<file path="config.mk">
export PLATFORM = sky130hd
export DESIGN_NAME = ldac_top
export DESIGN_NICKNAME = d
export VERILOG_FILES = /design/src/shared/ldac_pkg.sv /design/src/shared/ldac_addr_if.sv /design/src/design/ldac_classify.sv /design/src/design/ldac_parser.sv /design/src/design/ldac_top.sv
export VERILOG_INCLUDE_DIRS = /design/src /design/src/shared
export SDC_FILE = /design/constraint.sdc
export NUM_CORES = 1
export LEC_CHECK = 0
export ABC_AREA = 1
export BUFFER_PORTS_ARGS = -buffer_cell sky130_fd_sc_hd__buf_4
export CORE_MARGIN = 5
export CORE_UTILIZATION = 55
export DETAILED_ROUTE_END_ITERATION = 7
export HOLD_SLACK_MARGIN = 0.03
export PLACE_DENSITY = 0.81
export SYNTH_ARGS = -nofsm -noshare
export SYNTH_HDL_FRONTEND = slang
export SYNTH_SLANG_ARGS = --single-unit
</file>
<file path="constraint.sdc">
create_clock -name i_clk_sys -period 2.78 [get_ports i_clk_sys]
set_input_delay 0.556 -clock i_clk_sys [delete_from_list [all_inputs] [get_ports i_clk_sys]]
set_output_delay 0.556 -clock i_clk_sys [all_outputs]
set_load 0.1 [all_outputs]
</file>
<file path="src/shared/ldac_params.svh">
// Constants for the destination address classifier
`ifndef LDAC_PARAMS_SVH
`define LDAC_PARAMS_SVH
`define LDAC_IND_LO 7'h04
`define LDAC_IND_HI 7'h5F
`define LDAC_GRP_LO 7'h60
`define LDAC_GRP_HI 7'h7D
`define LDAC_MARK32 7'h7E
`define LDAC_GLOBAL 7'h7F
`define LDAC_RESERVED 7'h00
`define LDAC_SPEC3 7'h03
`define LDAC_IND32_LO 32'h00000080
`define LDAC_MAX_ADDR 5'h10
`define LDAC_OCT32 3'h4
`endif

</file>
<file path="src/shared/ldac_pkg.sv">
// Types for the destination address classifier
package ldac_pkg;
  typedef enum logic [2:0]
  {
    LDAC_CL_RSVD = 3'h0,
    LDAC_CL_SPEC = 3'h1,
    LDAC_CL_SPEC3 = 3'h2,
    LDAC_CL_IND = 3'h3,
    LDAC_CL_GRP = 3'h4,
    LDAC_CL_GLOB = 3'h5
  } ldac_class_t;
  typedef enum logic [1:0]
  {
    LDAC_ST_IDLE = 2'h0,
    LDAC_ST_OCT = 2'h1,
    LDAC_ST_LONG = 2'h3,
    LDAC_ST_DONE = 2'h2
  } ldac_state_t;
endpackage

</file>
<file path="src/shared/ldac_addr_if.sv">
// Carrier for one completed destination address
`timescale 1ns/100ps
`default_nettype none
interface ldac_addr_if;
  logic vld;
  ldac_pkg::ldac_class_t cls;
  logic [31:0] value;
  modport src (output vld, output cls, output value);
  modport dst (input vld, input cls, input value);
endinterface
`default_nettype wire

</file>
<file path="src/design/ldac_classify.sv">
// Classifies one address value by range
`timescale 1ns/100ps
`default_nettype none
`include "ldac_params.svh"
module ldac_classify
  import ldac_pkg::*;
(
  input wire logic i_long,
  input wire logic [31:0] i_value,
  output ldac_class_t o_cls
);
  logic [6:0] v7;
  assign v7 = i_value[6:0];
  // ------------------------------------------------
  // Range decode
  // ------------------------------------------------
  // Short and long share group, global and special codes
  always_comb
  begin
    if (i_long && i_value >= `LDAC_IND32_LO)
      o_cls = LDAC_CL_IND;
    else if (v7 == `LDAC_GLOBAL)
      o_cls = LDAC_CL_GLOB;
    else if (v7 >= `LDAC_GRP_LO && v7 <= `LDAC_GRP_HI)
      o_cls = LDAC_CL_GRP;
    else if (!i_long && v7 >= `LDAC_IND_LO && v7 <= `LDAC_IND_HI)
      o_cls = LDAC_CL_IND;
    else if (v7 == `LDAC_RESERVED)
      o_cls = LDAC_CL_RSVD;
    else if (v7 == `LDAC_SPEC3)
      o_cls = LDAC_CL_SPEC3;
    else
      o_cls = LDAC_CL_SPEC;
  end
endmodule
`default_nettype wire

</file>
<file path="src/design/ldac_parser.sv">
// Octet parser assembling destination addresses
`timescale 1ns/100ps
`default_nettype none
`include "ldac_params.svh"
module ldac_parser
  import ldac_pkg::*;
(
  input wire logic i_clk_sys,
  input wire logic i_nrst,
  input wire logic i_start,
  input wire logic i_oct_vld,
  input wire logic [7:0] i_oct,
  output logic o_last,
  ldac_addr_if.src addr
);
  ldac_state_t state_q, state_d;
  logic [2:0] cnt_q, cnt_d;
  logic [31:0] acc_q, acc_d;
  logic ext_q, ext_d;
  logic vld_d, long_d;
  logic [31:0] val_d;
  logic vld_q, long_q, last_q;
  logic [31:0] val_q;
  logic last_d;
  ldac_class_t cls_w;
  ldac_classify u_cls
  (
    .i_long(long_q),
    .i_value(val_q),
    .o_cls(cls_w)
  );
  // ------------------------------------------------
  // Octet walk
  // ------------------------------------------------
  // Marker 126 opens four value octets; extension bit sits in bit 0
  always_comb
  begin
    state_d = state_q;
    cnt_d = cnt_q;
    acc_d = acc_q;
    ext_d = ext_q;
    vld_d = 1'b0;
    long_d = long_q;
    val_d = val_q;
    last_d = 1'b0;
    case (state_q)
      LDAC_ST_IDLE:
        if (i_start)
          state_d = LDAC_ST_OCT;
      LDAC_ST_OCT:
        if (i_oct_vld)
        begin
          if (i_oct[7:1] == `LDAC_MARK32)
          begin
            state_d = LDAC_ST_LONG;
            cnt_d = 3'h0;
            ext_d = i_oct[0];
          end
          else
          begin
            vld_d = 1'b1;
            long_d = 1'b0;
            val_d = {25'h0, i_oct[7:1]};
            if (i_oct[0])
            begin
              last_d = 1'b1;
              state_d = LDAC_ST_DONE;
            end
          end
        end
      LDAC_ST_LONG:
        if (i_oct_vld)
        begin
          acc_d = {acc_q[23:0], i_oct};
          cnt_d = cnt_q + 3'h1;
          if (cnt_q + 3'h1 == `LDAC_OCT32)
          begin
            vld_d = 1'b1;
            long_d = 1'b1;
            val_d = {acc_q[23:0], i_oct};
            if (ext_q)
            begin
              last_d = 1'b1;
              state_d = LDAC_ST_DONE;
            end
            else
              state_d = LDAC_ST_OCT;
          end
        end
      LDAC_ST_DONE:
        state_d = i_start ? LDAC_ST_OCT : LDAC_ST_IDLE;
      default:
        state_d = LDAC_ST_IDLE;
    endcase
    if (i_start)
      state_d = LDAC_ST_OCT;
  end
  // Register stage
  always_ff @(posedge i_clk_sys)
  begin
    if (!i_nrst)
    begin
      state_q <= LDAC_ST_IDLE;
      cnt_q <= 3'h0;
      acc_q <= 32'h0;
      ext_q <= 1'b0;
      vld_q <= 1'b0;
      long_q <= 1'b0;
      val_q <= 32'h0;
      last_q <= 1'b0;
    end
    else
    begin
      state_q <= state_d;
      cnt_q <= cnt_d;
      acc_q <= acc_d;
      ext_q <= ext_d;
      vld_q <= vld_d;
      long_q <= long_d;
      val_q <= val_d;
      last_q <= last_d;
    end
  end
  assign addr.vld = vld_q;
  assign addr.cls = cls_w;
  assign addr.value = val_q;
  assign o_last = last_q;
endmodule
`default_nettype wire

</file>
<file path="src/design/ldac_top.sv">
// Destination address field classifier for a receiving station
`timescale 1ns/100ps
`default_nettype none
`include "ldac_params.svh"
// Overview of operation
// - Single octet values 4 to 95 are individual addresses.
// - Four octet values 128 and up are individual addresses.
// - One to sixteen individual destinations accepted per frame.
// - All addresses consumed and searched for own individual address.
// - Values 96 to 125 are group multicast addresses.
// - Group addresses always recognised on receive.
// - Without group support, group addresses are skipped, frame kept.
// - With group support, one to sixteen group addresses accepted.
// - Group addressed frames never get coupled final-bit acknowledgement.
// - Joined-group TEST command gets uncoupled TEST response, final zero.
// - Mixed multicast, special and individual fields are handled.
// - Any station receives mixed address fields correctly.
// - Normal acknowledgement handling applies to mixed fields without multicast.
// - At most sixteen addresses in a field, all types counted.
// - In mixed fields only individual and special addresses acknowledged.
// - Multicast not acknowledged; TEST response allowed for poll zero.
// - Seven-bit all ones is the global address in both formats.
// - Zero destination value is reserved and skipped.
// - Field ends with the address whose first octet has extension bit one.
module ldac_top
  import ldac_pkg::*;
(
  input wire logic i_clk_sys,
  input wire logic i_nrst,
  input wire logic i_frame_start,
  input wire logic i_oct_vld,
  input wire logic [7:0] i_oct,
  input wire logic [31:0] i_own_addr,
  input wire logic i_own_long,
  input wire logic i_grp_enable,
  input wire logic [29:0] i_grp_joined,
  input wire logic i_is_test_cmd,
  input wire logic i_poll_bit,
  output logic o_done,
  output logic o_own_match,
  output logic o_grp_match,
  output logic o_glob_match,
  output logic o_ack_ok,
  output logic o_test_rsp,
  output logic o_rsp_final,
  output logic o_violation,
  output logic [4:0] o_addr_cnt
);
  ldac_addr_if a_if ();
  logic last_w;
  ldac_parser u_parser
  (
    .i_clk_sys(i_clk_sys),
    .i_nrst(i_nrst),
    .i_start(i_frame_start),
    .i_oct_vld(i_oct_vld),
    .i_oct(i_oct),
    .o_last(last_w),
    .addr(a_if)
  );
  // ------------------------------------------------
  // Per-frame accumulation
  // ------------------------------------------------
  logic [4:0] cnt_q, cnt_d;
  logic own_q, own_d, grp_q, grp_d, glob_q, glob_d;
  logic seen_grp_q, seen_grp_d, seen_mc_q, seen_mc_d, seen3_q, seen3_d;
  logic viol_q, viol_d;
  logic done_q, done_d;
  logic ack_q, ack_d, test_q, test_d;
  logic is_mc;
  logic own_hit;
  logic [4:0] gidx;
  // Multicast means group or global
  assign is_mc = (a_if.cls == LDAC_CL_GRP) || (a_if.cls == LDAC_CL_GLOB);
  // Format must agree too, so a short 4 never matches a long own address
  assign own_hit = (a_if.cls == LDAC_CL_IND) && (a_if.value == i_own_addr) &&
                   (a_if.value >= `LDAC_IND32_LO ? i_own_long : !i_own_long);
  // Member index from the seven-bit value, cut to the reach of the joined vector
  assign gidx = 5'(a_if.value[6:0] - `LDAC_GRP_LO);
  // Every address is consumed; decisions wait for the last one
  always_comb
  begin
    cnt_d = cnt_q;
    own_d = own_q;
    grp_d = grp_q;
    glob_d = glob_q;
    seen_grp_d = seen_grp_q;
    seen_mc_d = seen_mc_q;
    seen3_d = seen3_q;
    viol_d = viol_q;
    done_d = 1'b0;
    ack_d = ack_q;
    test_d = test_q;
    if (i_frame_start)
    begin
      cnt_d = 5'h0;
      own_d = 1'b0;
      grp_d = 1'b0;
      glob_d = 1'b0;
      seen_grp_d = 1'b0;
      seen_mc_d = 1'b0;
      seen3_d = 1'b0;
      viol_d = 1'b0;
      ack_d = 1'b0;
      test_d = 1'b0;
    end
    else if (a_if.vld)
    begin
      if (cnt_q == `LDAC_MAX_ADDR)
        viol_d = 1'b1;
      else
        cnt_d = cnt_q + 5'h1;
      if (own_hit)
        own_d = 1'b1;
      // Group hits only count when the station takes part in groups
      if (a_if.cls == LDAC_CL_GRP && i_grp_enable && i_grp_joined[gidx])
        grp_d = 1'b1;
      if (a_if.cls == LDAC_CL_GLOB)
        glob_d = 1'b1;
      if (a_if.cls == LDAC_CL_GRP)
        seen_grp_d = 1'b1;
      if (is_mc)
        seen_mc_d = 1'b1;
      if (a_if.cls == LDAC_CL_SPEC3)
        seen3_d = 1'b1;
      // Order: nothing unicast after multicast or after special 3
      if (!is_mc && (seen_mc_q || (seen3_q && a_if.cls != LDAC_CL_SPEC3)))
        viol_d = 1'b1;
      if ((a_if.cls == LDAC_CL_GLOB && seen_grp_q) ||
          (a_if.cls == LDAC_CL_GRP && glob_q))
        viol_d = 1'b1;
      if (last_w)
        done_d = 1'b1;
    end
    if (done_q)
    begin
      // Ack only via own individual hit, never for multicast
      ack_d = own_q;
      // Multicast TEST with poll zero answered uncoupled
      test_d = i_is_test_cmd && !i_poll_bit && (grp_q || glob_q) && !own_q;
    end
  end
  // Register stage
  always_ff @(posedge i_clk_sys)
  begin
    if (!i_nrst)
    begin
      cnt_q <= 5'h0;
      own_q <= 1'b0;
      grp_q <= 1'b0;
      glob_q <= 1'b0;
      seen_grp_q <= 1'b0;
      seen_mc_q <= 1'b0;
      seen3_q <= 1'b0;
      viol_q <= 1'b0;
      done_q <= 1'b0;
      ack_q <= 1'b0;
      test_q <= 1'b0;
    end
    else
    begin
      cnt_q <= cnt_d;
      own_q <= own_d;
      grp_q <= grp_d;
      glob_q <= glob_d;
      seen_grp_q <= seen_grp_d;
      seen_mc_q <= seen_mc_d;
      seen3_q <= seen3_d;
      viol_q <= viol_d;
      done_q <= done_d;
      ack_q <= ack_d;
      test_q <= test_d;
    end
  end
  // ------------------------------------------------
  // Outputs
  // ------------------------------------------------
  // Flags other than o_done hold until the next frame start; o_done pulses for one cycle
  assign o_done = done_q;
  assign o_own_match = own_q;
  assign o_grp_match = grp_q;
  assign o_glob_match = glob_q;
  assign o_ack_ok = ack_q;
  assign o_test_rsp = test_q;
  assign o_rsp_final = 1'b0;
  assign o_violation = viol_q;
  assign o_addr_cnt = cnt_q;
  // ------------------------------------------------
  // Checks
  // ------------------------------------------------
  // All checks sleep while reset is held
  property p_cnt_cap;
    @(posedge i_clk_sys) disable iff (!i_nrst)
    cnt_q <= `LDAC_MAX_ADDR;
  endproperty
  a_cnt_cap: assert property (p_cnt_cap) else $error("address count above limit");
  property p_over_viol;
    @(posedge i_clk_sys) disable iff (!i_nrst)
    (a_if.vld && cnt_q == `LDAC_MAX_ADDR && !i_frame_start) |=> viol_q;
  endproperty
  a_over_viol: assert property (p_over_viol) else $error("17th address not flagged");
  property p_no_mc_ack;
    @(posedge i_clk_sys) disable iff (!i_nrst)
    $rose(ack_q) |-> $past(own_q);
  endproperty
  a_no_mc_ack: assert property (p_no_mc_ack) else $error("ack without own match");
  property p_test_poll;
    @(posedge i_clk_sys) disable iff (!i_nrst)
    test_q |-> !own_q && (grp_q || glob_q);
  endproperty
  a_test_poll: assert property (p_test_poll) else $error("test response without multicast hit");
  property p_mix_viol;
    @(posedge i_clk_sys) disable iff (!i_nrst)
    (a_if.vld && a_if.cls == LDAC_CL_GLOB && seen_grp_q && !i_frame_start) |=> viol_q;
  endproperty
  a_mix_viol: assert property (p_mix_viol) else $error("both multicast kinds not flagged");
  property p_order;
    @(posedge i_clk_sys) disable iff (!i_nrst)
    (a_if.vld && a_if.cls == LDAC_CL_IND && seen_mc_q && !i_frame_start) |=> viol_q;
  endproperty
  a_order: assert property (p_order) else $error("individual after multicast not flagged");
  property p_own;
    @(posedge i_clk_sys) disable iff (!i_nrst)
    (a_if.vld && own_hit && !i_frame_start) |=> own_q;
  endproperty
  a_own: assert property (p_own) else $error("own address missed");
  property p_grp_off;
    @(posedge i_clk_sys) disable iff (!i_nrst)
    (a_if.vld && a_if.cls == LDAC_CL_GRP && !i_grp_enable && !grp_q && !i_frame_start) |=> !grp_q;
  endproperty
  a_grp_off: assert property (p_grp_off) else $error("group match with groups disabled");
  property p_done_ack;
    @(posedge i_clk_sys) disable iff (!i_nrst)
    (done_q && own_q && !i_frame_start) |=> ack_q;
  endproperty
  a_done_ack: assert property (p_done_ack) else $error("own frame not acknowledged");
  // Counting, framing and order after special 3
  property p_cnt_step;
    @(posedge i_clk_sys) disable iff (!i_nrst)
    (a_if.vld && cnt_q != `LDAC_MAX_ADDR && !i_frame_start) |=> cnt_q == $past(cnt_q) + 5'h1;
  endproperty
  a_cnt_step: assert property (p_cnt_step) else $error("address count did not step");
  property p_done_pulse;
    @(posedge i_clk_sys) disable iff (!i_nrst)
    done_q |=> !done_q;
  endproperty
  a_done_pulse: assert property (p_done_pulse) else $error("field end held too long");
  property p_ind_after3;
    @(posedge i_clk_sys) disable iff (!i_nrst)
    (a_if.vld && a_if.cls == LDAC_CL_IND && seen3_q && !i_frame_start) |=> viol_q;
  endproperty
  a_ind_after3: assert property (p_ind_after3) else $error("individual after special 3 not flagged");
  // Match flags
  property p_glob_flag;
    @(posedge i_clk_sys) disable iff (!i_nrst)
    (a_if.vld && a_if.cls == LDAC_CL_GLOB && !i_frame_start) |=> glob_q;
  endproperty
  a_glob_flag: assert property (p_glob_flag) else $error("global address missed");
  property p_grp_hit;
    @(posedge i_clk_sys) disable iff (!i_nrst)
    (a_if.vld && a_if.cls == LDAC_CL_GRP && i_grp_enable && i_grp_joined[gidx] && !i_frame_start) |=> grp_q;
  endproperty
  a_grp_hit: assert property (p_grp_hit) else $error("joined group missed");
  // Response decisions
  property p_test_done;
    @(posedge i_clk_sys) disable iff (!i_nrst)
    (done_q && i_is_test_cmd && !i_poll_bit && (grp_q || glob_q) && !own_q && !i_frame_start) |=> test_q;
  endproperty
  a_test_done: assert property (p_test_done) else $error("multicast test not answered");
  property p_poll_block;
    @(posedge i_clk_sys) disable iff (!i_nrst)
    (done_q && i_poll_bit && !i_frame_start) |=> !test_q;
  endproperty
  a_poll_block: assert property (p_poll_block) else $error("test response with poll set");
  // Per-frame lifetime: flags clear on a new field and otherwise stand
  property p_start_clear;
    @(posedge i_clk_sys) disable iff (!i_nrst)
    i_frame_start |=> cnt_q == 5'h0 && !own_q && !grp_q && !glob_q && !viol_q;
  endproperty
  a_start_clear: assert property (p_start_clear) else $error("frame flags not cleared");
  property p_viol_hold;
    @(posedge i_clk_sys) disable iff (!i_nrst)
    (viol_q && !i_frame_start) |=> viol_q;
  endproperty
  a_viol_hold: assert property (p_viol_hold) else $error("violation flag dropped");
  property p_ack_hold;
    @(posedge i_clk_sys) disable iff (!i_nrst)
    (ack_q && !done_q && !i_frame_start) |=> ack_q;
  endproperty
  a_ack_hold: assert property (p_ack_hold) else $error("ack permission dropped");
  // ------------------------------------------------
  // Coverage of the main scenarios
  // ------------------------------------------------
  c_ack: cover property (@(posedge i_clk_sys) disable iff (!i_nrst) $rose(ack_q));
  c_test: cover property (@(posedge i_clk_sys) disable iff (!i_nrst) $rose(test_q));
  c_viol: cover property (@(posedge i_clk_sys) disable iff (!i_nrst) $rose(viol_q));
  c_grp: cover property (@(posedge i_clk_sys) disable iff (!i_nrst) $rose(grp_q));
  c_long_own: cover property (@(posedge i_clk_sys) disable iff (!i_nrst) a_if.vld && own_hit && i_own_long);
endmodule
`default_nettype wire

</file>
* Word level (Yosys, flattened, before mapping)
Index checks and enable logic that the tools add are counted.
** Storage, ports and cells
- Output and inout port bits :: 13
- Latch bits :: 0
- Memories :: 0
- Register bits :: 80
- Bits in writable memories :: 0
- Memory bits (read-only) :: 0
- Word-level logic and storage cells :: 153
- Bits of input ports :: 78
** Operators by class
- Div/mod/pow operators :: 0
- Equal/unequal tests :: 25
- Order comparisons :: 6
- Add/subtract/negate cells :: 3
- $mul :: 0
- Bitwise logic cells :: 4
- Reductions and logical operators :: 45
- Shift-type cells :: 0
- Multiplexer cells :: 50
** Operators by type and width (number)
- 32-bit 2-to-1 mux :: 4
- 32-bit case mux with 2 select lines :: 1
- 32-bit equality test :: 1
- 32-bit by 8-bit greater-or-equal comparator with 1-bit output (second input constant) :: 1
- 1-bit 2-to-1 mux :: 24
- 2-bit 2-to-1 mux :: 9
- 3-bit 2-to-1 mux :: 6
- 2-bit AND reduction :: 9
- 1-bit logical AND :: 15
- 5-bit AND reduction :: 3
- 7-bit equality test (second input constant) :: 2
- 7-bit less-or-equal comparator (second input constant) :: 2
- 3-bit equality test (second input constant) :: 3
- 3-bit by 2-bit != test with 1-bit output (second input constant) :: 3
- 2-bit != test (second input constant) :: 4
- 7-bit by 2-bit equality test with 1-bit output (second input constant) :: 1
- 7-bit by 3-bit greater-or-equal comparator with 1-bit output (second input constant) :: 1
- 7-bit greater-or-equal comparator (second input constant) :: 1
- 7-bit logical NOT :: 1
- 3-bit by 2-bit equality test with 1-bit output (second input constant) :: 2
- 5-bit by 6-bit < comparator with 1-bit output (second input constant) :: 1
- 3-bit != test (second input constant) :: 2
- 1-bit case mux with 2 select lines :: 3
- 2-bit case mux with 3 select lines :: 1
- other kinds (20) :: 33

* Longest topological paths before layout
- Depth after elaboration :: 13
- Depth in mapped cells :: 13
- Depth with buffers taken out :: 12

* Hierarchy
A second synthesis with hierarchy kept.
** Second synthesis, totals
- Cells, all modules :: 707
- Area, all modules :: 4600.7 um^2
** By module, submodules not included
- ldac_parser :: sequential area each 1301.2 um^2, area each 2782.7 um^2, cells each 375, instances 1
- ldac_top :: sequential area each 300.3 um^2, area each 1635.3 um^2, cells each 288, instances 1
- ldac_classify :: sequential area each 0.0 um^2, area each 182.7 um^2, cells each 44, instances 1

* Worst setup path after synthesis
Ideal clock, no wire load.
- Kind :: flip-flop to flip-flop
- From :: register cnt_q[0], in the netlist o_addr_cnt[0]
- To :: register cnt_q[4], in the netlist o_addr_cnt[4]
- Setup slack :: 651 ps
- Required time :: 2659 ps
- Data arrival time :: 2007 ps
- Period minus slack after synthesis :: 2129 ps
- Buffers on the path :: 0
- Library setup time :: 121 ps
- Stages on the path, launching flop included :: 9
- Cells stage by stage :: dfxtp_1 inv_1 ha_1 nand4_1 nand2_1 nor3_1 nand2_1 o21ai_0 a21oi_1
** Between the ends
- Cells in the longest elaborated chain, start to end :: 3
- Elaborated cells between the ends (all ways) :: 4
- Classes of those cells :: add/sub (1); eq/ne (1); bitwise (1); reduce/logical (1)
** RTL lines
- from (decl) :: line ldac_top.sv:64 : logic [4:0] cnt_q, cnt_d;
- from (signal assigned) :: line ldac_top.sv:162 : cnt_q <= cnt_d;
- parallel branches: the longest is 3 deep, another holds 5-bit by 1-bit adder with 5-bit output
Parallel ways; which one is timed is not known.
A chain may end at the register's enable or synchronous reset.

* Worst setup path after layout
- From :: register u_parser.cnt_q[0]
- To :: register u_parser.val_q[7], in the netlist u_parser.addr.value[7]
** Between the ends
- Cells in the longest elaborated chain, start to end :: 4
** RTL lines
- from (decl) :: line ldac_parser.sv:17 : logic [2:0] cnt_q, cnt_d;
- from (signal assigned) :: line ldac_parser.sv:115 : cnt_q <= cnt_d;
- 3-bit by 1-bit adder with 3-bit output :: line ldac_parser.sv:76 : if (cnt_q + 3'h1 == `LDAC_OCT32)
- 3-bit equality test (no line)
- 2-bit by 1-bit != test with 1-bit output (no line)
- 5-bit AND reduction (no line)
- to (signal assigned) :: line ldac_parser.sv:120 : val_q <= val_d;
- to (decl) :: line ldac_parser.sv:23 : logic [31:0] val_q;
Every way passes these cells.

==> summary.txt <==
Synthesis
  • Post-Synthesis Net Count: about 730
  • Post-synthesis compound-gate area fraction: approximately 15%
  • Netlist area before placement: around 4200 µm²
  • Distinct cell type count of the synthesized netlist: 30
  • Total number of yosys warnings: 0
  • Post-synthesis sequential area ratio: between 30% and 40%
  • Post-Synth Simple-Gate Area: between 30% and 40%
  • Dominant cells by area after synthesis: sky130_fd_sc_hd__dfxtp_1 38%, sky130_fd_sc_hd__nand2_1 18%, sky130_fd_sc_hd__a21oi_1 8.8%
  • Cell count after synthesis: 643
  • Synth Area in Adders: under 10%
  • Leading cell types by count after synthesis: 203 x sky130_fd_sc_hd__nand2_1, 80 x sky130_fd_sc_hd__dfxtp_1, 73 x sky130_fd_sc_hd__a21oi_1, 61 x sky130_fd_sc_hd__inv_1, 58 x sky130_fd_sc_hd__nand3_1
  • Main combinational cell family by area after synthesis: simple AND/OR/NAND/NOR gates
  • Share of the synthesized area in the top cell type: approximately two fifths
  • Cell accounting for the most synthesized area: sky130_fd_sc_hd__dfxtp_1
  • Average instance area after synthesis: ~6.5 µm²
  • Library cell with the highest instance count after synthesis: sky130_fd_sc_hd__nand2_1
  • Synthesized-area fraction occupied by xor and xnor cells: a little under 3%
  • Number of flops mapped to enable cells by yosys: 0
  • Number of flip-flops and latches in the synthesized netlist: 80
  • Top_reg_cell synth: sky130_fd_sc_hd__dfxtp_1
  • Share of synthesized area spent on multiplexers: 0%
  • Synth async-reset ratio: 0%

Finish
  • Area Overhead vs Synth: 23.0%
  • Fin area: about 5100 µm²
  • Total of fill cells in the finished design: about 650
  • Antenna Cells: 0
  • Post-layout nets: a little over 800
  • Fraction of layout instances using a drive strength above 1: approximately 17%

Outcome
  • Status: finished clean

Floorplanning
  • Ports: between 90 and 100
  • Initial core utilization: 57.1%
  • Floorplan die height: between 90 and 100 µm
  • Die boundary width: 97.0 µm
  • Placeable Area: approximately 7300 µm²
  • Die outline area: around 9400 µm²
  • Row cnt: 31

Placement
  • Estimated wirelength of the detail-placed design: 8430 µm
  • Port buffer count: just under 90
  • Minimum setup slack after placement: around 0.78 ns
  • Final GP Congestion: between 0.9 and 1
  • DP Area: a little under 5000 µm²

Power and ir drop
  • PwrDens: approximately 480 nW/µm²
  • Leakage Power: 0.00221 µW
  • Sequential fraction of design power: between 40% and 50%
  • Part of the power in the clock network: around 40%
  • Peak VDD IR: around 0.34 mV
  • Switch share: roughly a quarter
  • Gate power share: around an eighth
  • Internal Power: roughly 1900 µW
  • Sw Pwr: 601 µW

Timing
  • Tcrit/Tclk final: roughly two thirds
  • Unrepaired setup endpoints after global routing: false
  • Final number of max-transition violations: 0
  • Worst-Margin Slew: roughly 0.57 ns
  • Hold violation total from the final report: 0
  • Clock Skews: roughly 0.01 ns
  • Worst relative slew slack: about 62%
  • Number of endpoints failing setup at the final stage: 0
  • Timing-limited maximum frequency: 0.525 GHz
  • Final setup margin: just under 0.9 ns
  • Sum of negative setup slack: 0 ns
  • Post-layout minimum cycle time: ~1.9 ns

Clocking
  • Clock tree from TritonCTS: done
  • Cts bufs inserted: 9
  • Clk Latency, worst-skew pair: 0.34 ns
  • Clock-pin slew on the worst setup and hold paths: approximately 0.080 ns
  • Clock root buffer: sky130_fd_sc_hd__clkbuf_8
  • H-tree depth: 3
  • Maximum number of buffers from clock root to sink: 2
  • Number of buffers added for setup after CTS: 0
  • Hold buffers post-CTS: 0
  • Clock sink total: 80
  • Quantity of gates resized following cts: 0

Setup path
  • Combined buffer and inverter count along the critical path: 1
  • Crit path max-delay family: simple AND/OR/NAND/NOR gates
  • CP most frequent cell: sky130_fd_sc_hd__nand2_1
  • Chain of cells forming the critical path: ha_1 > xor2_1 > nand2_1 > nand2_1 > nand2_2 > a21oi_4 > buf_4 > nand3_1 > a21oi_1
  • Crit. End Element: flip-flop
  • Critical-path maximum fanout: 26
  • Master of the slowest instance on the critical path: sky130_fd_sc_hd__dfxtp_1
  • Data required time at the worst endpoint: slightly above 3 ns
  • Arrival time at the worst endpoint: roughly 2.2 ns
  • Slowest Stage Delay on Critical Path: 0.39 ns
  • Kind of start point of the critical path: flip-flop
  • Classification of the worst setup path: flip-flop to flip-flop

Routing
  • Total routed wirelength: around 11,000 µm
  • Via count: roughly 4,400
  • Number of nets with antenna violations after detailed routing: 0
  • Detailed-route DRC error count: 0
  • First-pass DRT Iterations: 5
  • Detail-routed net length per standard cell: ~14 µm
  • Average via count per standard cell: 5.33
  • Number of DRC violations after detailed-routing iteration 0: roughly 370

Job
  • Max Cap Violations: 0

Global route
  • Maximum number of pins on one net before global-route repair: 55
  • First-pass GRT wire length: between 15,000 and 20,000 µm
  • Number of antenna violations at the first check in global routing: 0
  • Vias in the first global route: a little over 4,000
  • Leftover overflow at the end of global routing: 0
  • Tot GR Track Use: 23.8%

Worst hold path
  • Type of the most critical hold path: flip-flop to flip-flop
==> power by group through the flow <==
stage	clock, µW	sequential [µW]	combinational, µW
2_1_floorplan	0	1190	192
3_3_place_gp	0	1200	316
3_5_place_dp	0	1200	323
4_1_cts	967	1170	326
5_1_grt	1020	1170	365
6_report	956	1170	326
==> through the flow <==
stage          power (µW)  utilization [%]  hold WS, ns  instances
2_1_floorplan        1390                -        0.393        643
5_1_grt              2560             70.2        0.447        828
3_3_place_gp         1510             67.0        0.399        812
4_1_cts              2460             70.2        0.419        828
3_5_place_dp         1520             67.0        0.408        812
6_report             2450             70.2        0.415        828
==> final timing paths <==
check | cells past startpoint | slack [ns] | from | endpoint
max | 9 | 0.87 | u_parser.cnt_q[0] | u_parser.addr.value[7]
min | 2 | 0.41 | u_parser.o_last | o_done
max reg2reg | 9 | 0.87 | u_parser.cnt_q[0] | u_parser.addr.value[7]
min reg2reg | 2 | 0.41 | u_parser.o_last | o_done
==> area by class of cell <==
cell class                      count  area [µm²]  share of cell area (%)
Sequential cell                    80        1600                    31.3
Timing Repair Buffer               96         733                    14.3
Tap cell                           99         124                    2.42
Clock inverter                      5        78.8                    1.54
Multi-Input combinational cell    473        2190                    42.8
Inverter                           64         240                    4.69
Clock buffer                       11         151                    2.96
==> placed cells by master (no fill, tap or decap), drive strengths merged, types with 10 or more instances in the layout <==
| cell | Yosys | final |
|---|---|---|
| xnor2 | 10 | 10 |
| nand3 | 58 | 58 |
| clkbuf | 9 | 11 |
| nor2 | 54 | 54 |
| buf | 17 | 96 |
| nand2 | 205 | 205 |
| o21ai | 38 | 38 |
| inv | 64 | 64 |
| dfxtp | 80 | 80 |
| a21oi | 74 | 74 |
==> sequential cells by signal, indices dropped and copies added, names as in the netlist, 2 cells and up <==
| register | cells |
|---|---|
| u_parser.acc_q | 24 |
| u_parser.state_q | 2 |
| u_parser.addr.value | 32 |
| o_addr_cnt | 5 |
| u_parser.cnt_q | 3 |
==> worst register-to-register path, delay by kind of cell (launching register included) <==
kind	cells	cell delay [ns]
adder cells (fa/ha/maj)	1	0.18
AO/OA/AOI/OAI	2	0.32
flip-flops	1	0.39
XOR/XNOR	1	0.18
buffers and inverters	1	0.30
AND/OR/NAND/NOR	4	0.46
==> metal layers <==
metal	GRT usage (%)	part of all wire, %
met1	32.0	46
met4	7.99	1.9
met2	36.9	44
met3	6.40	8.3
met5	0	0
==> cells by family after synthesis <==
family | count (synthesis)
AOI/OAI and AO/OA | 119
xor gates and xnor gates | 14
adders and majority gates | 4
buffers and inverters | 90
DFF | 80
other | 1
and+or+nand+nor | 335
No activity file was read; power rests on OpenSTA's default activity.
